<file path="src/verilog/spp_regs.svh">
// Register map, field positions, reset values and codes for the strobed port.
// Included by the package, ahead of the design; holds definitions only.
`ifndef SPP_REGS_SVH
`define SPP_REGS_SVH

`define SPP_ADDR_P4         8'hc0
`define SPP_ADDR_P5         8'hc8
`define SPP_ADDR_DATA       8'hd8
`define SPP_ADDR_CSR        8'he8
`define SPP_CSR_IBF         0
`define SPP_CSR_OBF         1
`define SPP_CSR_ISEL        2
`define SPP_CSR_OCLR        3
`define SPP_CSR_MA0         4
`define SPP_CSR_MA1         5
`define SPP_CSR_MB0         6
`define SPP_CSR_MB1         7
`define SPP_CSR_CTRL_RST    6'h3f
`define SPP_LATCH_RST       8'hff
`define SPP_FLAG_LOW        2'h0
`define SPP_FLAG_HIGH       2'h1
`define SPP_FLAG_STATUS     2'h2
`define SPP_FLAG_INPUT      2'h3

`endif

</file>
<file path="src/verilog/spp_pkg.sv">
// Types shared by the strobed parallel port design.
// Assumes spp_regs.svh is on the include path.
`include "spp_regs.svh"

package spp_pkg;

    typedef struct packed {
        logic [7:0] addr;
        logic [7:0] wdata;
        logic       wr;
        logic       rd;
    } spp_sfr_req_type;

    typedef struct packed {
        logic [1:0] mb;
        logic [1:0] ma;
        logic       oclr;
        logic       isel;
    } spp_ctrl_type;

    typedef enum logic [1:0] {
        SPP_IN_IDLE,
        SPP_IN_OPEN,
        SPP_IN_HOLD
    } spp_in_state_type;

endpackage : spp_pkg

</file>
<file path="src/verilog/spp_port.sv">
// Contract
// - Simple port pins written one are released to pullup and read as inputs.
// - Simple port latches sit at SFR addresses c0 and c8.
// - Strobed data register at d8, control/status register at e8.
// - Control bits 2..7 read/write, bits 0..1 read-only; reset 1s and 0s.
// - Input-full flag sets on the selected strobe edge, clears on CPU read of data.
// - Output-full flag sets whenever the CPU writes the data register.
// - Edge select zero: load buffer and set input-full on strobe rising edge.
// - Edge select one: flag on falling edge, transparent low, held high.
// - Clear-edge bit picks output strobe edge clearing output-full: 1 rise, 0 fall.
// - Bits 5:4 set first flag pin: low, high, output-full, select input.
// - Select input low outputs data register, high outputs control/status.
// - Bits 7:6 set second flag pin: low, high, input-full, enable input.
// - Enable input high floats drivers and ignores input strobe; low enables.
// - Outside output-always and plain I/O modes drivers are on only while output strobe low.
// - Bit7=0, bits5:4=10: drive always; output strobe only clears output-full.
// - Port also works as plain unhandshaked I/O selected by control settings.
//
// Strobed parallel port with two simple ports, reached through CPU SFR accesses.
// Assumes sfr requests come from clk logic; all pins are asynchronous to clk.
`timescale 1ns/1ps

module spp_port
    import spp_pkg::*;
#(
    parameter int P4_WIDTH = 8
) (
    input  wire logic                 clk,
    input  wire logic                 sys_rst,
    input  wire spp_sfr_req_type      sfr_req,
    output logic [7:0]                sfr_rdata,
    output logic                      sfr_hit,
    input  wire logic [P4_WIDTH-1:0]  p4_in,
    output logic [P4_WIDTH-1:0]       p4_out,
    output logic [P4_WIDTH-1:0]       p4_oe_n,
    input  wire logic [7:0]           p5_in,
    output logic [7:0]                p5_out,
    output logic [7:0]                p5_oe_n,
    input  wire logic [7:0]           p6_in,
    output logic [7:0]                p6_out,
    output logic [7:0]                p6_oe_n,
    input  wire logic                 output_strobe_n,
    input  wire logic                 input_strobe_n,
    input  wire logic                 out_side_flag_pin_in,
    output logic                      out_side_flag_pin_out,
    output logic                      out_side_flag_pin_oe_n,
    input  wire logic                 in_side_flag_pin_in,
    output logic                      in_side_flag_pin_out,
    output logic                      in_side_flag_pin_oe_n
);
    // Synchronisers: stage one feeds stage two only
    logic [P4_WIDTH-1:0] p4_s1_r, p4_s2_r;
    logic [7:0]          p5_s1_r, p5_s2_r;
    logic [7:0]          p6_s1_r, p6_s2_r;
    logic [3:0]          pin_s1_r, pin_s2_r;
    logic                ods_d_r, ids_d_r;

    logic [P4_WIDTH-1:0] p4_latch_r;
    logic [7:0]          p5_latch_r;
    logic [7:0]          out_data_r;
    logic [7:0]          in_buf_r;
    spp_ctrl_type        ctrl_r;
    logic                ibf_r;
    logic                obf_r;
    spp_in_state_type    in_state_r;
    logic [7:0]          rdata_r;
    logic                hit_r;

    logic ods_s, ids_s, sel_s, pe_s;
    logic ods_rise, ods_fall, ids_rise, ids_fall;
    logic pe_mode, sel_mode, out_always, port_on;
    logic capture, ibf_set, ibf_clr, obf_set, obf_clr, in_open;
    logic [7:0] csr_view, p6_src;
    logic       cap_valid, cap_ready, buf_valid, buf_ready;
    logic [7:0] buf_data;
    logic [5:0] ctrl_wr_bits;

    function automatic logic is_addr(input logic [7:0] a, input logic [7:0] b);
        is_addr = (a == b);
    endfunction : is_addr

    function automatic logic flag_drive(input logic [1:0] m, input logic st);
        case (m)
            `SPP_FLAG_LOW:    flag_drive = 1'b0;
            `SPP_FLAG_HIGH:   flag_drive = 1'b1;
            `SPP_FLAG_STATUS: flag_drive = st;
            default:          flag_drive = 1'b1;
        endcase
    endfunction : flag_drive

    always_ff @(posedge clk or posedge sys_rst) begin
        if (sys_rst) begin
            p4_s1_r  <= '1;
            p4_s2_r  <= '1;
            p5_s1_r  <= '1;
            p5_s2_r  <= '1;
            p6_s1_r  <= '1;
            p6_s2_r  <= '1;
            pin_s1_r <= '1;
            pin_s2_r <= '1;
            ods_d_r  <= 1'b1;
            ids_d_r  <= 1'b1;
        end else begin
            p4_s1_r  <= p4_in;
            p4_s2_r  <= p4_s1_r;
            p5_s1_r  <= p5_in;
            p5_s2_r  <= p5_s1_r;
            p6_s1_r  <= p6_in;
            p6_s2_r  <= p6_s1_r;
            pin_s1_r <= {output_strobe_n, input_strobe_n,
                         out_side_flag_pin_in, in_side_flag_pin_in};
            pin_s2_r <= pin_s1_r;
            ods_d_r  <= pin_s2_r[3];
            ids_d_r  <= pin_s2_r[2];
        end
    end

    assign ods_s      = pin_s2_r[3];
    assign ids_s      = pin_s2_r[2];
    assign sel_s      = pin_s2_r[1];
    assign pe_s       = pin_s2_r[0];
    assign ods_rise   = ods_s && !ods_d_r;
    assign ods_fall   = !ods_s && ods_d_r;
    assign ids_rise   = ids_s && !ids_d_r;
    assign ids_fall   = !ids_s && ids_d_r;

    assign pe_mode    = (ctrl_r.mb == `SPP_FLAG_INPUT);
    assign sel_mode   = (ctrl_r.ma == `SPP_FLAG_INPUT);
    assign out_always = !ctrl_r.mb[1] && (ctrl_r.ma == `SPP_FLAG_STATUS);
    assign port_on    = !(pe_mode && pe_s);

    // Flag set follows the selected strobe edge; capture always uses the rising edge
    assign ibf_set = port_on && (ctrl_r.isel ? ids_fall : ids_rise);
    assign capture = port_on && ids_rise;
    assign in_open = (in_state_r == SPP_IN_OPEN);
    assign ibf_clr = sfr_req.rd && is_addr(sfr_req.addr, `SPP_ADDR_DATA);
    assign obf_set = sfr_req.wr && is_addr(sfr_req.addr, `SPP_ADDR_DATA);
    assign obf_clr = (out_always || port_on) &&
                     (ctrl_r.oclr ? ods_rise : ods_fall);

    // Captured bytes pass the two-entry buffer before the input register;
    // its output is always accepted, so each byte lands one cycle later.
    assign cap_valid = capture;
    assign buf_ready = 1'b1;

    spp_skid #(
        .WIDTH (8),
        .DEPTH (2)
    ) u_skid (
        .clk       (clk),
        .sys_rst   (sys_rst),
        .in_valid  (cap_valid),
        .in_ready  (cap_ready),
        .in_data   (p6_s2_r),
        .out_valid (buf_valid),
        .out_ready (buf_ready),
        .out_data  (buf_data)
    );

    always_ff @(posedge clk or posedge sys_rst) begin
        if (sys_rst)
            in_state_r <= SPP_IN_IDLE;
        else begin
            case (in_state_r)
                SPP_IN_IDLE: begin
                    if (ctrl_r.isel && port_on && !ids_s)
                        in_state_r <= SPP_IN_OPEN;
                end
                SPP_IN_OPEN: begin
                    if (ids_s || !ctrl_r.isel || !port_on)
                        in_state_r <= SPP_IN_HOLD;
                end
                SPP_IN_HOLD:
                    in_state_r <= SPP_IN_IDLE;
                default:
                    in_state_r <= SPP_IN_IDLE;
            endcase
        end
    end

    always_ff @(posedge clk or posedge sys_rst) begin
        if (sys_rst)
            in_buf_r <= '0;
        else if (in_open)
            in_buf_r <= p6_s2_r;
        else if (buf_valid)
            in_buf_r <= buf_data;
    end

    always_ff @(posedge clk or posedge sys_rst) begin
        if (sys_rst)
            ibf_r <= 1'b0;
        else if (ibf_set)
            ibf_r <= 1'b1;
        else if (ibf_clr)
            ibf_r <= 1'b0;
    end

    always_ff @(posedge clk or posedge sys_rst) begin
        if (sys_rst)
            obf_r <= 1'b0;
        else if (obf_set)
            obf_r <= 1'b1;
        else if (obf_clr)
            obf_r <= 1'b0;
    end

    always_ff @(posedge clk or posedge sys_rst) begin
        if (sys_rst)
            ctrl_r <= spp_ctrl_type'(`SPP_CSR_CTRL_RST);
        else if (sfr_req.wr && is_addr(sfr_req.addr, `SPP_ADDR_CSR))
            ctrl_r <= spp_ctrl_type'(sfr_req.wdata[7:2]);
    end

    always_ff @(posedge clk or posedge sys_rst) begin
        if (sys_rst) begin
            p4_latch_r <= '1;
            p5_latch_r <= `SPP_LATCH_RST;
            out_data_r <= `SPP_LATCH_RST;
        end else if (sfr_req.wr) begin
            if (is_addr(sfr_req.addr, `SPP_ADDR_P4))
                p4_latch_r <= sfr_req.wdata[P4_WIDTH-1:0];
            if (is_addr(sfr_req.addr, `SPP_ADDR_P5))
                p5_latch_r <= sfr_req.wdata;
            if (is_addr(sfr_req.addr, `SPP_ADDR_DATA))
                out_data_r <= sfr_req.wdata;
        end
    end

    assign csr_view = {ctrl_r, obf_r, ibf_r};
    assign ctrl_wr_bits = sfr_req.wdata[7:2];

    always_ff @(posedge clk or posedge sys_rst) begin
        if (sys_rst) begin
            rdata_r <= '0;
            hit_r   <= 1'b0;
        end else begin
            hit_r   <= sfr_req.rd;
            rdata_r <= '0;
            if (sfr_req.rd) begin
                case (sfr_req.addr)
                    `SPP_ADDR_P4:   rdata_r <= 8'(p4_s2_r);
                    `SPP_ADDR_P5:   rdata_r <= p5_s2_r;
                    `SPP_ADDR_DATA: rdata_r <= in_buf_r;
                    `SPP_ADDR_CSR:  rdata_r <= csr_view;
                    default:        rdata_r <= '0;
                endcase
            end
        end
    end

    assign sfr_rdata = rdata_r;
    assign sfr_hit   = hit_r;

    // Quasi-bidirectional: a one releases the pin to its pullup
    assign p4_out  = p4_latch_r;
    assign p4_oe_n = p4_latch_r;
    assign p5_out  = p5_latch_r;
    assign p5_oe_n = p5_latch_r;

    // Sources: data register unless select input reads high
    assign p6_src  = (sel_mode && sel_s) ? csr_view : out_data_r;
    assign p6_out  = p6_src;
    // Output-always drives always, others under the strobe; plain I/O keeps quasi-bidir while strobe high
    always_comb begin
        if (out_always)
            p6_oe_n = '0;
        else if (port_on && !ods_s)
            p6_oe_n = '0;
        else if (ctrl_r.ma == `SPP_FLAG_HIGH && ctrl_r.mb == `SPP_FLAG_HIGH)
            p6_oe_n = out_data_r;
        else
            p6_oe_n = '1;
    end

    assign out_side_flag_pin_out  = flag_drive(ctrl_r.ma, obf_r);
    assign out_side_flag_pin_oe_n = sel_mode;
    assign in_side_flag_pin_out   = flag_drive(ctrl_r.mb, ibf_r);
    assign in_side_flag_pin_oe_n  = pe_mode;
endmodule : spp_port

</file>
<file path="src/verilog/spp_skid.sv">
// Two-entry buffer with valid/ready on both sides.
// Assumes one clock and an active-high asynchronous reset.
`timescale 1ns/1ps

module spp_skid
    import spp_pkg::*;
#(
    parameter int WIDTH = 8,
    parameter int DEPTH = 2
) (
    input  wire logic             clk,
    input  wire logic             sys_rst,
    input  wire logic             in_valid,
    output logic                  in_ready,
    input  wire logic [WIDTH-1:0] in_data,
    output logic                  out_valid,
    input  wire logic             out_ready,
    output logic      [WIDTH-1:0] out_data
);
    localparam int AW = (DEPTH > 1) ? $clog2(DEPTH) : 1;

    logic [WIDTH-1:0] mem_r [DEPTH];
    logic [AW-1:0]    wp_r;
    logic [AW-1:0]    rp_r;
    logic [AW:0]      cnt_r;
    logic             push;
    logic             pop;

    function automatic logic [AW-1:0] bump(input logic [AW-1:0] p);
        bump = (p == AW'(DEPTH - 1)) ? '0 : p + AW'(1);
    endfunction : bump

    assign in_ready  = (cnt_r != (AW+1)'(DEPTH));
    assign out_valid = (cnt_r != '0);
    assign out_data  = mem_r[rp_r];
    assign push      = in_valid && in_ready;
    assign pop       = out_valid && out_ready;

    always_ff @(posedge clk or posedge sys_rst) begin
        if (sys_rst) begin
            wp_r <= '0;
            rp_r <= '0;
            cnt_r <= '0;
        end else begin
            if (push)
                wp_r <= bump(wp_r);
            if (pop)
                rp_r <= bump(rp_r);
            if (push && !pop)
                cnt_r <= cnt_r + (AW+1)'(1);
            else if (pop && !push)
                cnt_r <= cnt_r - (AW+1)'(1);
        end
    end

    always_ff @(posedge clk) begin
        if (push)
            mem_r[wp_r] <= in_data;
    end

endmodule : spp_skid
</file>
<file path="config.mk">
export PLATFORM = sky130hd
export DESIGN_NAME = spp_port
export DESIGN_NICKNAME = d
export VERILOG_FILES = /design/src/verilog/spp_pkg.sv /design/src/verilog/spp_port.sv /design/src/verilog/spp_skid.sv
export VERILOG_INCLUDE_DIRS = /design/src /design/src/verilog
export SDC_FILE = /design/constraint.sdc
export NUM_CORES = 1
export LEC_CHECK = 0
export BUFFER_PORTS_ARGS = -buffer_cell sky130_fd_sc_hd__buf_4
export CORE_ASPECT_RATIO = 0.75
export CORE_UTILIZATION = 54
export DETAILED_ROUTE_END_ITERATION = 12
export GPL_TIMING_DRIVEN = 0
export PLACE_DENSITY = 0.82
export SYNTH_ARGS = -nofsm -noshare
export SYNTH_HDL_FRONTEND = slang
export SYNTH_SLANG_ARGS = --single-unit
</file>
<file path="constraint.sdc">
create_clock -name clk -period 4 [get_ports clk]
set_input_delay 0.4 -clock clk [delete_from_list [all_inputs] [get_ports clk]]
set_output_delay 0.4 -clock clk [all_outputs]
set_load 0.005 [all_outputs]
</file>
# Word level (Yosys, flattened, before mapping)

Memories as Yosys holds them, arrays and structs flattened.
Index checks and enable logic that the tools add are counted.

Register bits: 113
Memory bits (writable): 16
Input port bits: 48
Output and inout bits: 61
Logic and storage cells: 114
Memories kept: 1

Memories:

| name         | words | width | read ports | clocked after Yosys merged registers in | write ports | RTL line       | RTL |
|---|---|---|---|---|---|---|---|
| u_skid.mem_r | 2     | 8     | 1          | 0                                       | 1           | spp_skid.sv:22 | `logic [WIDTH-1:0] mem_r [DEPTH];` |

Add/subtract/negate cells: 4
Equality and inequality tests: 14
Multiplexer cells: 25
Reductions and logical operators: 44

Operators by type and width:

| cell                                                                     | number |
|---|---|
| 8-bit 2-to-1 mux                                                         | 7 |
| 8-bit == test (second input constant)                                    | 4 |
| 8-bit case mux with 4 select lines                                       | 1 |
| 1-bit logical AND                                                        | 20 |
| 1-bit 2-to-1 mux                                                         | 10 |
| 2-bit nonzero test                                                       | 5 |
| 1-bit logical NOT                                                        | 9 |
| 2-bit == test (second input constant)                                    | 4 |
| 2-bit 2-to-1 mux                                                         | 4 |
| 2-bit AND reduction                                                      | 4 |
| 2-bit by 1-bit == test with 1-bit output (second input constant)         | 3 |
| 2-bit logical NOT                                                        | 3 |
| 2-bit inequality test (second input constant)                            | 2 |
| 1-bit case mux with 2 select lines                                       | 2 |
| 2-bit case mux with 2 select lines                                       | 1 |
| 1-bit logical OR                                                         | 3 |
| 1-bit adder (second input constant)                                      | 2 |
| 2-bit by 1-bit adder with 2-bit output (second input constant)           | 1 |
| 2-bit by 1-bit inequality test with 1-bit output (second input constant) | 1 |
| 2-bit by 1-bit subtractor with 2-bit output (second input constant)      | 1 |

# Depth between registers and ports, before layout

Depth after elaboration: 9
Mapped depth: 7
Mapped depth without buffers: 6

# Cells and area by module

A second synthesis with hierarchy kept.

Cell total of the unflattened synthesis: 328
Area, all modules: 4,961.0 um2

By module, submodules not included:

| module   | times used | cells an instance | area each (um2) | sequential area each (um2) |
|---|---|---|---|---|
| spp_port | 1          | 284               | 4,170.2         | 2,837.7 |
| spp_skid | 1          | 44                | 790.8           | 580.6 |

# Worst setup path after synthesis

OpenSTA, ideal clock, no wires.

Kind: register -> register
Start: register ctrl_r, in the netlist csr_view[6]
End: memory u_skid.mem_r[0][0] (enable)
Library setup time: 0.395 ns
Arrival time: 1.591 ns
Data required time: 3.605 ns
Setup slack: 2.015 ns
Stages on the path, launching flop included: 4
Path buffers: 1
Period minus slack after synthesis: 1.985 ns
Path through: dfstp_2 > and3_1 > clkbuf_1 > nor4_1

Word-level cells in the longest chain between the ends: 7

Ends and longest elaborated chain:

| what                                   | RTL line        | RTL |
|---|---|---|
| start, declared                        | spp_port.sv:62  | `spp_ctrl_type ctrl_r;` |
| start signal, assigned                 | spp_port.sv:210 | `` ctrl_r <= spp_ctrl_type'(`SPP_CSR_CTRL_RST); `` |
| start signal, assigned                 | spp_port.sv:212 | `ctrl_r <= spp_ctrl_type'(sfr_req.wdata[7:2]);` |
| 2-bit == test (no source line)         | n/a             |  |
| 1-bit logical AND                      | spp_port.sv:130 | `assign port_on = !(pe_mode && pe_s);` |
| 1-bit logical NOT                      | spp_port.sv:130 |  |
| 1-bit logical AND                      | spp_port.sv:134 | `assign capture = port_on && ids_rise;` |
| 1-bit logical AND                      | spp_skid.sv:36  | `assign push = in_valid && in_ready;` |
| 1-bit 2-to-1 mux                       | spp_skid.sv:57  | `if (push)` |
| 1-bit 2-to-1 mux (not written as such) | spp_skid.sv:58  | `mem_r[wp_r] <= in_data;` |
| end, declared                          | spp_skid.sv:22  |  |

No other way between the ends.

# Worst setup path after layout

Start: register ctrl_r, in the netlist csr_view[6]
End: output p6_oe_n[6]

Word-level cells in the longest chain between the ends: 6
Elaborated cells between the ends (all ways): 9
Classes of those cells: eq/ne (2); mux (3); reduce/logical (4)

Ends and longest elaborated chain:

| what                           | RTL line        | RTL |
|---|---|---|
| 2-bit == test (no source line) | n/a             |  |
| 1-bit logical AND              | spp_port.sv:130 |  |
| 1-bit logical NOT              | spp_port.sv:130 |  |
| 1-bit logical AND              | spp_port.sv:268 | `else if (port_on && !ods_s)` |
| 8-bit 2-to-1 mux (*)           | spp_port.sv:268 |  |
| 8-bit 2-to-1 mux (*)           | spp_port.sv:266 | `if (out_always)` |
| end, declared                  | spp_port.sv:41  | `output logic [7:0] p6_oe_n,` |

Mark *: on every way between the ends. The rest lies on a longest branch, timed or not.

==> results_dict.tcl <==
set metrics [dict create \
    drt_iter0_drc 198 \
    cp-start-kind "flip-flop" \
    avgSynthCellArea_um2 15.11 \
    drt_wl_total_mm 10.34 \
    min_path_type "in2async" \
    place_area_um2 6093 \
    syn2layout_area_growth_pct 31.24 \
    crit_arrival_ns 2.15 \
    final_common_cell "buf_4" \
    fin_crit_sh 0.6375 \
    yosysTopAreaCell "dfstp_2" \
    hold_buffers 0 \
    hpwlAfterDp_mm 6.952 \
    outcome "completed" \
    max-vdd-ir-drop_mv 0.3250 \
    power.total_mw 3.489 \
    crit_chain "and3_1 > clkbuf_1 > o32a_1 > o21a_1 > buf_4" \
    worst_pin_slew_ns 0.6514 \
    die_w_um 114.0 \
    netlist_area_um2 5079 \
    cts_root_buf "clkbuf_16" \
    ys_seq_elements 129 \
    path_buf_inv 2 \
    fin_cells 605 \
    async_flop_share 0.8760 \
    dr_total_vias 3130 \
    crit_type "reg2out" \
    io_buffers 108 \
    final_area_um2 6665 \
    first_global_vias 3189 \
    drive_above_1_share 0.6436 \
    min_period_ns 2.550 \
    clock_skew_ns 0.005538 \
    crit_family "compound AO/OA/AOI/OAI gates" \
    ff2ff_path_depth 4 \
    avgRoutedWirePerCell_um 17.09 \
    insertion_delay_ns 0.41 \
    gp_congestion 0.8379 \
    synth_top_area_frac 0.4553 \
    antenna_found_initial 0 \
    multi_input_area_um2 1469 \
    cts_buffer_depth 2 \
    ctsResizeCount 0 \
    synth_area_leaders "dfstp_2, dfrtp_1, mux2_2, edfxtp_1, and3b_1" \
    fp.dieH_um 85.99 \
    nNetsFinal 514 \
    route.detailed.drc 0 \
    rows 30 \
    path_max_fanout 8 \
    maxSlewViolCount 0 \
    cpMaxStageDelayCell "dfstp_2" \
    track_usage 0.2268 \
    relSlewSlack 0.5653 \
    dominantRegCellSynth "dfstp_2" \
    worstPathRequired_ns 3.60 \
    ff_latch_area_um2 3418 \
    diodes 0 \
    grt_overflow 0 \
    firstDrtPassIters 4 \
    nFillCells 597 \
    io_pins 109 \
    fin_util 0.7337 \
    drv_cap 0 \
    tritoncts "done" \
    rsz0062_at_grt "no" \
    setup_viol_count_final 0 \
    slowest_delay_ns 0.59 \
    placed_cells 574 \
    grt_max_degree 75 \
    cts_max_level 4 \
    initial_core_util 0.5591 \
    synthCells 336 \
    final_cell_mix "buf_4, dfstp_2, mux2_2" \
    syn_nets 385 \
    hold_viol_final 0 \
    viasPerCell 5.174 \
    grt_pass1_wl_mm 16.29 \
    cts_setup_buffers 0 \
    ys_warn_count 0 \
    dieArea_um2 9801 \
    power_density_nw_per_um2 523.5 \
    clock-sinks 129 \
    path_clk_slew_ns 0.05 \
    leakage_nw 2.982 \
    timing.fmax_ghz 0.3922 \
    core_area_um2 9084 \
    setup_tns_ns 0 \
    cts-buffers-inserted 17 \
    crit_cells 5 \
    synth_edf_count 16 \
    ant_nets 0 \
    endpoint_kind "primary output" \
    post_synth_num_cell_types 46 \
    yosysSeqAreaShare 0.6731 \
]
-- power by group --
part | internal (mW) | switching (mW)
sequential | 1.50 | 0.0742
clock | 0.904 | 0.559
combinational | 0.232 | 0.220
total | 2.64 | 0.854
-- registers in the layout, indices dropped and copies added, names as in the netlist --
register,flops
u_skid.mem_r,16
in_buf_r,8
out_data_r,8
p4_oe_n,8
p4_s1_r,8
p4_s2_r,8
p5_oe_n,8
p5_s1_r,8
p5_s2_r,8
p6_s1_r,8
p6_s2_r,8
sfr_rdata,8
csr_view,6
pin_s1_r,4
pin_s2_r,4
in_state_r,2
u_skid.cnt_r,2
ibf_r,1
ids_d_r,1
obf_r,1
ods_d_r,1
sfr_hit,1
u_skid.rp_r,1
u_skid.wp_r,1
-- synthesized netlist by cell type (all sizes together) (8+ instances only) --
master  number
buf         19
o21a         8
o211ai       8
mux2        50
mux2i        8
edfxtp      16
dfrtp       25
a21oi        9
o21ai       11
nand2       11
and3b       16
clkbuf      11
dfstp       88
nand3        9
-- kinds of logic after synthesis --
group,after synthesis,share of synthesized area
compound gates,44,0.05666
xor+xnor,5,0.008624
fa+ha+maj,1,0.002463
buf+inv,34,0.03893
flops,129,0.6731
mux,58,0.1266
simple gates,65,0.09362
-- cell type report --
class / instances / area share
inverters: 4 / 0.002628
plain buffers: 30 / 0.02741
multi-input cells: 173 / 0.2204
flip-flops and latches: 129 / 0.5129
repair buffers: 110 / 0.1269
well taps: 128 / 0.02403
clock inverters: 12 / 0.01614
clock buffers: 19 / 0.06965
-- through the flow --
stage,hold WS (ns),worst slack [ns]
5_1_grt,0.07676,1.355
3_5_place_dp,0.3468,1.890
2_1_floorplan,0.3452,0.7583
6_report,0.05610,1.450
3_3_place_gp,0.3457,-0.3052
4_1_cts,0.05470,1.471
-- layer usage --
layer | share of wire | vias up | global-route usage
met5 | 0 | - | 0
met4 | 0.013 | 0 | 0.07792
met3 | 0.066 | 14 | 0.07138
met2 | 0.49 | 116 | 0.3609
met1 | 0.43 | 1560 | 0.2979
li1 | - | 1440 | -
-- worst register-to-register path: cells and delay by family (launching register included) --
family	cells	cell delay, ns
buffers and inverters	1	0.18
and+or+nand+nor	3	1.09
DFF	1	0.40
-- path summary, 6_finish.rpt --
| check | start | to | slack (ns) |
|---|---|---|---|
| setup / recovery | csr_view[6] | p6_oe_n[6] | 1.45 |
| hold / removal | sys_rst | u_skid.cnt_r[1] | 0.06 |
| setup reg to reg | csr_view[6] | u_skid.mem_r[1][0] | 1.99 |
| hold reg to reg | pin_s1_r[1] | pin_s2_r[1] | 0.35 |
| max in group asynchronous | sys_rst | pin_s2_r[2] | 3.20 |
| min in group clk | p5_in[3] | p5_s1_r[3] | 0.09 |
Note: power is estimated with default switching activity, not from simulation.
